### src/pkg/dpd_defs.svh
/*
  Constants of the core sequencer: field positions, cycle counts and
  accumulator widths. Assumes nothing; included by the core.
*/
`ifndef DPD_DEFS_SVH
`define DPD_DEFS_SVH

`define DPD_WORD_W 16
`define DPD_ACC_W 40
`define DPD_OP_HI 15
`define DPD_OP_LO 11
// Accumulator sub-operation field
`define DPD_ACC_SUB_HI 3
`define DPD_ACC_SUB_LO 0
// Shift kind and amount fields
`define DPD_SH_KIND_HI 7
`define DPD_SH_KIND_LO 6
`define DPD_SH_AMT_HI 5
`define DPD_SH_AMT_LO 0
`define DPD_SH_MAX 6'h20
`define DPD_SHL_MAX 6'h1f
`define DPD_SIXTEEN 6'h10
// Flow-change cycle field, 0 read as 1
`define DPD_FLOW_HI 1
`define DPD_FLOW_LO 0
// Block repeat short count field, up to 511
`define DPD_REP_CNT_HI 8
`define DPD_REP_CNT_LO 0
// Coprocessor double move pointer and step fields
`define DPD_COP_XP 10
`define DPD_COP_XS_HI 9
`define DPD_COP_XS_LO 8
`define DPD_COP_YP 7
`define DPD_COP_YS_HI 6
`define DPD_COP_YS_LO 5
// Words and cycles per group
`define DPD_CYC_ONE 3'h1
`define DPD_CYC_TWO 3'h2
`define DPD_CYC_THREE 3'h3
`define DPD_CYC_PRAM 3'h4
`define DPD_WORDS_ONE 2'h1
`define DPD_WORDS_TWO 2'h2
`define DPD_WORDS_THREE 2'h3

`endif

### src/pkg/dpd_pkg.sv
/*
  Types of the core sequencer: instruction groups and accumulator operations.
  Assumes the opcode sits in the top five bits of the first program word.
*/
package dpd_pkg;
  typedef enum logic [4:0] {
    DPD_OP_NOP = 5'h00, DPD_OP_ALU = 5'h01, DPD_OP_MOVRR = 5'h02,
    DPD_OP_MOVIND = 5'h03, DPD_OP_DMAC = 5'h04, DPD_OP_MOVIDX = 5'h05,
    DPD_OP_STKIDX = 5'h06, DPD_OP_PRAM = 5'h07, DPD_OP_FLOW = 5'h08,
    DPD_OP_MOVDIR = 5'h09, DPD_OP_LDIMM = 5'h0a, DPD_OP_REPB = 5'h0b,
    DPD_OP_REPS = 5'h0c, DPD_OP_REPBL = 5'h0d, DPD_OP_PUSHI = 5'h0e,
    DPD_OP_PUSHD = 5'h0f, DPD_OP_BIT = 5'h10, DPD_OP_ACC = 5'h11,
    DPD_OP_SHIFT = 5'h12, DPD_OP_SHIFT16 = 5'h13, DPD_OP_LSPDEC = 5'h14,
    DPD_OP_LSPINC = 5'h15, DPD_OP_COP_ONE = 5'h16, DPD_OP_COP_TWO = 5'h17
  } dpd_op_e;
  typedef enum logic [3:0] {
    DPD_ACC_CLR_ALL = 4'h0, DPD_ACC_CLR_UPPER = 4'h1, DPD_ACC_CLR_LOW = 4'h2,
    DPD_ACC_CLR_EXT = 4'h3, DPD_ACC_SET_ALL = 4'h4, DPD_ACC_SET_UPPER = 4'h5,
    DPD_ACC_SET_LOW = 4'h6, DPD_ACC_SIGN_EXT = 4'h7
  } dpd_acc_e;
endpackage

### src/hdl/dpd_core_sequencer.sv
/*
  Fetch, decode and execute sequencer of the signal processor core, with the
  accumulator, loop and coprocessor effects it owns. Assumes program memory
  answers a read within the same instruction cycle (data sampled at its end).
*/
// Notes on behaviour
// - Three stages: fetch, decode, execute overlap
// - One instruction cycle is two clocks
// - One word fetched per cycle; execute two later
// - ALU and simple moves take one cycle
// - DMAC, indexed moves two; program memory four
// - Flow changes take one to three cycles
// - Direct move, immediate load: two words, two
// - Short repeats: two words, second loads end/count
// - Long block repeat: three words, count then end
// - Immediate or direct push/pop: two words, three
// - Bit tests: two words, second is mask
// - Clear all, upper, low or extension
// - Set all, upper or low to ones
// - Sign extend fills extension from bit 31
// - Immediate shift amounts limited per kind
// - Sixteen-position shifts and rotate
// - Loop level pointer steps by one
// - Repeat loads loop registers and level itself
// - Double move pointers use own steps only
// - Coprocessor ops make one or two moves
`timescale 1ns/1ns
`include "dpd_defs.svh"
module dpd_core_sequencer (
  // Clock and reset
  input wire logic sys_clk,
  input wire logic reset_n,
  // Program memory
  output logic [15:0] pm_addr,
  output logic pm_rd,
  input wire logic [15:0] pm_data,
  // Execute stage
  output logic exe_first,
  output logic [4:0] exe_op,
  output logic [15:0] exe_word,
  output logic [15:0] exe_ext1,
  output logic [15:0] exe_ext2,
  // Accumulator and status
  output logic [39:0] accum,
  output logic shift_bad,
  // Loop registers
  output logic [1:0] loop_level_pointer,
  output logic [15:0] loop_start_reg,
  output logic [15:0] loop_count_reg,
  output logic [15:0] loop_end_reg,
  // Coprocessor
  output logic [1:0] cop_moves,
  output logic cop_bad
);
  logic phase_q;
  logic [15:0] pc_q;
  logic dec_valid_q;
  logic [15:0] dec_word_q;
  logic [15:0] dec_addr_q;
  logic exe_first_q;
  dpd_pkg::dpd_op_e exe_op_q;
  logic [15:0] exe_word_q;
  logic [15:0] exe_addr_q;
  logic [15:0] exe_ext1_q;
  logic [15:0] exe_ext2_q;
  logic [2:0] exe_left_q;
  logic ext2_pend_q;
  logic [39:0] acc_q;
  logic shift_bad_q;
  logic [1:0] lvl_q;
  logic [15:0] lbeg_q;
  logic [15:0] lcnt_q;
  logic [15:0] lend_q;
  logic [1:0] cop_moves_q;
  logic cop_bad_q;
  logic tick;
  logic advance;
  logic do_exec;
  dpd_pkg::dpd_op_e dec_op;
  logic [1:0] dec_words;
  logic [1:0] sh_kind;
  logic [5:0] sh_amt;
  logic sh_ok;

  function automatic logic [1:0] f_words(input dpd_pkg::dpd_op_e op);
    case (op)
      dpd_pkg::DPD_OP_MOVDIR, dpd_pkg::DPD_OP_LDIMM: f_words = `DPD_WORDS_TWO;
      dpd_pkg::DPD_OP_REPB, dpd_pkg::DPD_OP_REPS: f_words = `DPD_WORDS_TWO;
      dpd_pkg::DPD_OP_REPBL: f_words = `DPD_WORDS_THREE;
      dpd_pkg::DPD_OP_PUSHI, dpd_pkg::DPD_OP_PUSHD: f_words = `DPD_WORDS_TWO;
      dpd_pkg::DPD_OP_BIT: f_words = `DPD_WORDS_TWO;
      default: f_words = `DPD_WORDS_ONE;
    endcase
  endfunction

  function automatic logic [2:0] f_cycles(input dpd_pkg::dpd_op_e op, input logic [15:0] w);
    case (op)
      dpd_pkg::DPD_OP_DMAC, dpd_pkg::DPD_OP_MOVIDX, dpd_pkg::DPD_OP_STKIDX:
        f_cycles = `DPD_CYC_TWO;
      dpd_pkg::DPD_OP_PRAM: f_cycles = `DPD_CYC_PRAM;
      dpd_pkg::DPD_OP_FLOW:
        f_cycles = (w[`DPD_FLOW_HI:`DPD_FLOW_LO] == 2'h0) ? `DPD_CYC_ONE
                   : {1'b0, w[`DPD_FLOW_HI:`DPD_FLOW_LO]};
      dpd_pkg::DPD_OP_MOVDIR, dpd_pkg::DPD_OP_LDIMM, dpd_pkg::DPD_OP_BIT:
        f_cycles = `DPD_CYC_TWO;
      dpd_pkg::DPD_OP_REPB, dpd_pkg::DPD_OP_REPS: f_cycles = `DPD_CYC_TWO;
      dpd_pkg::DPD_OP_REPBL, dpd_pkg::DPD_OP_PUSHI, dpd_pkg::DPD_OP_PUSHD:
        f_cycles = `DPD_CYC_THREE;
      default: f_cycles = `DPD_CYC_ONE;
    endcase
  endfunction

  // Pipeline moves only on the second clock of each instruction cycle
  assign tick = phase_q;
  assign advance = (exe_left_q <= `DPD_CYC_ONE);
  assign do_exec = tick && exe_first_q;
  assign dec_op = dpd_pkg::dpd_op_e'(dec_word_q[`DPD_OP_HI:`DPD_OP_LO]);
  assign dec_words = f_words(dec_op);
  // A long instruction fetches only its own third word
  assign pm_rd = advance || ext2_pend_q;
  assign pm_addr = pc_q;
  assign sh_kind = exe_word_q[`DPD_SH_KIND_HI:`DPD_SH_KIND_LO];
  assign sh_amt = exe_word_q[`DPD_SH_AMT_HI:`DPD_SH_AMT_LO];

  always_comb
  begin
    case (sh_kind)
      2'h0, 2'h2: sh_ok = (sh_amt != 6'h00) && (sh_amt <= `DPD_SH_MAX);
      2'h1: sh_ok = (sh_amt <= `DPD_SH_MAX);
      default: sh_ok = (sh_amt <= `DPD_SHL_MAX);
    endcase
  end

  always_ff @(posedge sys_clk or negedge reset_n)
  begin
    if (!reset_n)
      phase_q <= 1'b0;
    else
      phase_q <= ~phase_q;
  end

  // Fetch, decode and execute stage registers
  always_ff @(posedge sys_clk or negedge reset_n)
  begin
    if (!reset_n)
    begin
      pc_q <= 16'h0000;
      dec_valid_q <= 1'b0;
      dec_word_q <= 16'h0000;
      dec_addr_q <= 16'h0000;
      exe_first_q <= 1'b0;
      exe_op_q <= dpd_pkg::DPD_OP_NOP;
      exe_word_q <= 16'h0000;
      exe_addr_q <= 16'h0000;
      exe_ext1_q <= 16'h0000;
      exe_ext2_q <= 16'h0000;
      exe_left_q <= 3'h0;
      ext2_pend_q <= 1'b0;
    end
    else if (tick)
    begin
      if (!advance)
      begin
        exe_left_q <= exe_left_q - 3'h1;
        exe_first_q <= 1'b0;
        if (ext2_pend_q)
        begin
          exe_ext2_q <= pm_data;
          ext2_pend_q <= 1'b0;
          pc_q <= pc_q + 16'h0001;
        end
      end
      else
      begin
        pc_q <= pc_q + 16'h0001;
        dec_word_q <= pm_data;
        dec_addr_q <= pc_q;
        if (dec_valid_q)
        begin
          exe_first_q <= 1'b1;
          exe_op_q <= dec_op;
          exe_word_q <= dec_word_q;
          exe_addr_q <= dec_addr_q;
          // The decode-cycle fetch of a first extension already used one cycle
          exe_left_q <= f_cycles(dec_op, dec_word_q)
                        - ((dec_words != `DPD_WORDS_ONE) ? 3'h1 : 3'h0);
          // Word fetched while the head sat in decode is its first extension
          if (dec_words != `DPD_WORDS_ONE)
            exe_ext1_q <= pm_data;
          ext2_pend_q <= (dec_words == `DPD_WORDS_THREE);
          dec_valid_q <= (dec_words == `DPD_WORDS_ONE);
        end
        else
        begin
          exe_first_q <= 1'b0;
          exe_left_q <= 3'h0;
          dec_valid_q <= 1'b1;
        end
      end
    end
  end

  // Accumulator operations, applied at the end of the first execute cycle
  always_ff @(posedge sys_clk or negedge reset_n)
  begin
    if (!reset_n)
    begin
      acc_q <= 40'h00_0000_0000;
      shift_bad_q <= 1'b0;
    end
    else if (do_exec)
    begin
      shift_bad_q <= 1'b0;
      case (exe_op_q)
        dpd_pkg::DPD_OP_ACC:
          case (exe_word_q[`DPD_ACC_SUB_HI:`DPD_ACC_SUB_LO])
            dpd_pkg::DPD_ACC_CLR_ALL: acc_q <= '0;
            dpd_pkg::DPD_ACC_CLR_UPPER: acc_q[39:16] <= '0;
            dpd_pkg::DPD_ACC_CLR_LOW: acc_q[15:0] <= '0;
            dpd_pkg::DPD_ACC_CLR_EXT: acc_q[39:32] <= '0;
            dpd_pkg::DPD_ACC_SET_ALL: acc_q <= '1;
            dpd_pkg::DPD_ACC_SET_UPPER: acc_q[39:16] <= '1;
            dpd_pkg::DPD_ACC_SET_LOW: acc_q[15:0] <= '1;
            dpd_pkg::DPD_ACC_SIGN_EXT: acc_q[39:32] <= {8{acc_q[31]}};
            default: acc_q <= acc_q;
          endcase
        dpd_pkg::DPD_OP_SHIFT:
          // An amount out of range leaves the accumulator untouched
          if (!sh_ok)
            shift_bad_q <= 1'b1;
          else
            case (sh_kind)
              2'h0: acc_q <= 40'($signed(acc_q) >>> sh_amt);
              2'h1: acc_q <= (acc_q << sh_amt) | (acc_q >> (6'd40 - sh_amt));
              2'h2: acc_q <= acc_q >> sh_amt;
              default: acc_q <= acc_q << sh_amt;
            endcase
        dpd_pkg::DPD_OP_SHIFT16:
          case (sh_kind)
            2'h0: acc_q <= 40'($signed(acc_q) >>> `DPD_SIXTEEN);
            2'h1: acc_q <= acc_q << `DPD_SIXTEEN;
            2'h2: acc_q <= acc_q >> `DPD_SIXTEEN;
            default: acc_q <= {acc_q[23:0], acc_q[39:24]};
          endcase
        default: acc_q <= acc_q;
      endcase
    end
  end

  // Loop registers; the third word of a long repeat lands as it is fetched
  always_ff @(posedge sys_clk or negedge reset_n)
  begin
    if (!reset_n)
    begin
      lvl_q <= 2'h0;
      lbeg_q <= 16'h0000;
      lcnt_q <= 16'h0000;
      lend_q <= 16'h0000;
    end
    else if (do_exec)
    begin
      case (exe_op_q)
        dpd_pkg::DPD_OP_LSPDEC: lvl_q <= lvl_q - 2'h1;
        dpd_pkg::DPD_OP_LSPINC: lvl_q <= lvl_q + 2'h1;
        dpd_pkg::DPD_OP_REPB:
        begin
          lvl_q <= lvl_q + 2'h1;
          lbeg_q <= exe_addr_q + 16'h0002;
          lcnt_q <= {7'h00, exe_word_q[`DPD_REP_CNT_HI:`DPD_REP_CNT_LO]};
          lend_q <= exe_ext1_q;
        end
        dpd_pkg::DPD_OP_REPS:
        begin
          lvl_q <= lvl_q + 2'h1;
          lbeg_q <= exe_addr_q + 16'h0002;
          lend_q <= exe_addr_q + 16'h0002;
          lcnt_q <= exe_ext1_q;
        end
        dpd_pkg::DPD_OP_REPBL:
        begin
          lvl_q <= lvl_q + 2'h1;
          lbeg_q <= exe_addr_q + 16'h0003;
          lcnt_q <= exe_ext1_q;
          lend_q <= pm_data;
        end
        default: lvl_q <= lvl_q;
      endcase
    end
  end

  // Coprocessor move count and pointer pairing check
  always_ff @(posedge sys_clk or negedge reset_n)
  begin
    if (!reset_n)
    begin
      cop_moves_q <= 2'h0;
      cop_bad_q <= 1'b0;
    end
    else if (do_exec)
    begin
      cop_moves_q <= 2'h0;
      cop_bad_q <= 1'b0;
      if (exe_op_q == dpd_pkg::DPD_OP_COP_ONE)
        cop_moves_q <= 2'h1;
      else if (exe_op_q == dpd_pkg::DPD_OP_COP_TWO)
      begin
        cop_moves_q <= 2'h2;
        cop_bad_q <= (exe_word_q[`DPD_COP_XP] != exe_word_q[`DPD_COP_XS_HI])
                  || (exe_word_q[`DPD_COP_YP] != exe_word_q[`DPD_COP_YS_HI]);
      end
    end
  end

  assign exe_first = exe_first_q;
  assign exe_op = exe_op_q;
  assign exe_word = exe_word_q;
  assign exe_ext1 = exe_ext1_q;
  assign exe_ext2 = exe_ext2_q;
  assign accum = acc_q;
  assign shift_bad = shift_bad_q;
  assign loop_level_pointer = lvl_q;
  assign loop_start_reg = lbeg_q;
  assign loop_count_reg = lcnt_q;
  assign loop_end_reg = lend_q;
  assign cop_moves = cop_moves_q;
  assign cop_bad = cop_bad_q;
endmodule

### config.mk
export PLATFORM = sky130hd
export DESIGN_NAME = dpd_core_sequencer
export DESIGN_NICKNAME = d
export VERILOG_FILES = /design/src/pkg/dpd_pkg.sv /design/src/hdl/dpd_core_sequencer.sv
export VERILOG_INCLUDE_DIRS = /design/src /design/src/pkg
export SDC_FILE = /design/constraint.sdc
export NUM_CORES = 1
export LEC_CHECK = 0
export BUFFER_PORTS_ARGS = -buffer_cell sky130_fd_sc_hd__buf_2
export CORE_AREA = 2 2 238 240
export DETAILED_ROUTE_END_ITERATION = 8
export DIE_AREA = 0 0 240 242
export HOLD_SLACK_MARGIN = 0.1
export PLACE_DENSITY = 0.53
export SYNTH_ARGS = -nofsm -noshare
export SYNTH_HDL_FRONTEND = slang
export SYNTH_SLANG_ARGS = --single-unit
### constraint.sdc
create_clock -name sys_clk -period 4.1 [get_ports sys_clk]
set_clock_uncertainty 0.1 [all_clocks]
set_input_delay 0.205 -clock sys_clk [delete_from_list [all_inputs] [get_ports sys_clk]]
set_output_delay 0.205 -clock sys_clk [all_outputs]
set_load 0.01 [all_outputs]
==> qor.csv <==
stage,metric,value,unit
setup_path,worst-path fanout max,62,
placement,pre-CTS WS,337,ps
grt,largest net degree at the start of global routing,97,
timing,Rel. slew slack,15.8,%
yosys,ys flop type,dfrtp_1,
setup_path,CP Class,reg -> reg,
die,DIE AREA,58100,um2
die,# rows,87,
cts,Clock Latency Late Sink,590,ps
cells_and_area,max reg flops,40,
grt,initial antenna violation count,6,
timing,fin crit share,94.4,%
setup_path,worst endpoint data arrival time,4240,ps
pwr,maximum vdd drop,0.000572,V
timing,minimum clock period,3870,ps
yosys,Mapped Area,19300,um2
die,Die H,242,um
job,reported max-cap violation count,0,
setup_path,CP required,4470,ps
hold_path,HP Class,in -> async,
placement,placed insts,2989,
grt,total track usage,36.3,%
timing,setup_tns,0,ps
detailed_routing,Remaining DRCs,0,
die,Initial Util,34.6,%
cells_and_area,final cell count without fillers,3061,
cts,Root Driver,clkbuf_16,
die,IO Count,183,
detailed_routing,routed wire length per instance,35.1,um
grt,vias in the first global route,19200,
cells_and_area,Nets,2313,
yosys,Netlist cell types,82,
cells_and_area,layout cell share with drive strength beyond 1,31.6,%
detailed_routing,via/cell ratio,6.57,
cts,Post-CTS Setup Inserts,0,
die,core area,55700,um2
setup_path,Setup crit end kind,register,
yosys,Post-Synthesis Cells,2087,
yosys,"Avg Cell Area, Syn",9.24,um2
cts,clock buffer depth,3,
status,status,finished clean,
placement,Final GP Congestion,1.04,
timing,Worst-Margin Slew,1250,ps
detailed_routing,First-pass DRT Iterations,8,
grt,grt ovf,0,
timing,final hold slack,128,ps
cells_and_area,Util after Layout,40.8,%
timing,RSZ-0062 raised after global routing,false,
yosys,Seq cells post-synth,213,
yosys,synth warn,0,
timing,Final Hold Fails,0,
grt,first-pass GRT wire length,151,mm
detailed_routing,"antenna viol nets, final",0,
cts,"Reg clk slew, reported paths",60,ps
cells_and_area,Layout area overhead,18.0,%
yosys,share of synthesized registers carrying an async set or reset,100,%
timing,f_max,258,MHz
pwr,Lkg Pwr,9.37,nW
cts,TritonCTS clock tree,built,
detailed_routing,DR vias,20100,
yosys,number of synthesized flops with an enable pin,0,
placement,DP Wirelength,79.9,mm
placement,input/output buffers,182,
die,Die X,240,um
cts,Num Clock Sinks,213,
pwr,total power divided by cell area,1140,nW/um2
yosys,net count after synthesis,2121,
cts,htree depth,1,
cells_and_area,# fillers,5734,
timing,fin. max-slew vios,0,
timing,final setup fails,0,
yosys,"Seq/Total Area, Yosys",27.6,%
detailed_routing,WL final,107,mm
cts,Num CTS Buffers,27,
setup_path,Setup crit start kind,register,
timing,final worst-path setup slack,229,ps
detailed_routing,drt initial violations,2976,
[through the flow]
stage | area [um2] | total power [mW]
after floorplan | 19300 | 14.9
after global placement | 21700 | 22.7
after detailed placement | 21700 | 22.5
after CTS | 22700 | 25.1
after global routing | 22700 | 26.6
final | 22800 | 25.8
[final timing paths]
path                                          startpoint                            end  slack [ps]  depth (start not counted)
hold reg to reg            loop_start_reg[1]$_DFFE_PN0P_  loop_start_reg[1]$_DFFE_PN0P_         370                          2
setup reg to reg                 exe_word[0]$_DFFE_PN0P_          accum[11]$_DFFE_PN0P_         230                          9
max in group asynchronous                        reset_n      exe_addr_q[8]$_DFFE_PN0P_        2770                          3
setup / recovery                 exe_word[0]$_DFFE_PN0P_          accum[11]$_DFFE_PN0P_         230                          9
hold / removal                                   reset_n          accum[27]$_DFFE_PN0P_         130                          2
min in group sys_clk       loop_start_reg[1]$_DFFE_PN0P_  loop_start_reg[1]$_DFFE_PN0P_         370                          2
[where the power goes]
part           total (mW)  internal, mW  leakage (nW)  switching, mW
Clock                2.52          1.42         0.443           1.10
Combinational        18.8          7.21          6.24           11.6
Sequential           4.49          2.86          2.68           1.63
[routing by layer]
| layer | vias up | GRT usage (%) | routed length, um |
|---|---|---|---|
| li1 | 8253 | - | - |
| met4 | 4 | 15.4 | 5380 |
| met2 | 1395 | 51.0 | 44900 |
| met1 | 10200 | 51.5 | 44900 |
| met3 | 266 | 10.7 | 12300 |
| met5 | - | 0 | 26 |
[cells in the final DEF, fill, tap and decap left out, types with 22 or more instances in the layout]
master,Yosys,layout
o21ai_0,107,107
mux2_2,153,153
a31oi_1,45,45
buf_2,54,181
xnor2_1,35,35
buf_4,15,171
a21oi_1,112,112
dfrtp_1,213,208
nand2_1,239,239
a211oi_1,24,22
mux2i_1,123,123
inv_1,25,25
o21ai_1,22,22
o211ai_1,24,24
nor2_1,189,186
mux4_2,126,126
clkbuf_16,0,27
nor3_1,32,31
nand3_1,43,42
[critical path, cell delays in order, from the launching register on]
cell and delay, ps:
dfrtp_4 430, buf_12 290, buf_12 430, buf_4 420
mux4_2 580, mux4_2 480, mux2i_1 460, o22a_1 210
o22ai_1 70, o22a_1 190
[Yosys cell counts, drive strengths merged (20+ instances only)]
| master | number | area, um2 |
|---|---|---|
| a21oi | 112 | 561 |
| inv | 28 | 105 |
| nor2 | 189 | 709 |
| a31oi | 45 | 282 |
| o211ai | 24 | 180 |
| dfrtp | 213 | 5330 |
| a211oi | 26 | 205 |
| mux4 | 126 | 2840 |
| mux2 | 155 | 1750 |
| nor3 | 34 | 180 |
| clkbuf | 126 | 473 |
| o22ai | 20 | 125 |
| nand3 | 43 | 215 |
| mux2i | 123 | 1230 |
| o21ai | 130 | 654 |
| xnor2 | 35 | 307 |
| buf | 91 | 568 |
| nand2 | 239 | 897 |
[cell type report]
type	instances	area, um2	share of cell area (%)
Antenna cell	5	12.5	0.0550
Multi-Input combinational cell	1627	12900	56.5
Timing Repair Buffer	380	2570	11.3
Clock inverter	13	145	0.638
Sequential cell	213	5350	23.5
Tap cell	756	946	4.16
Clock buffer	37	753	3.31
Inverter	30	113	0.495
[kinds of logic (layout without fill, tap and decap cells)]
family | Yosys count | count (layout) | synth area share, %
compound gates | 541 | 541 | 18.6
xor+xnor | 50 | 50 | 2.31
fa+ha+maj | 16 | 16 | 1.04
buf+inv | 247 | 460 | 5.98
flops | 213 | 213 | 27.6
mux | 404 | 404 | 30.1
other cells | 0 | 5 | 0
simple gates | 616 | 616 | 14.3
[repair_timing]
| action | in CTS | in global routing |
|---|---|---|
| hold endpoints to repair | 157 | 0 |
| gates resized for setup | 0 | 0 |
| hold buffers | 17 | 0 |
(Power assumes the default switching activity.)
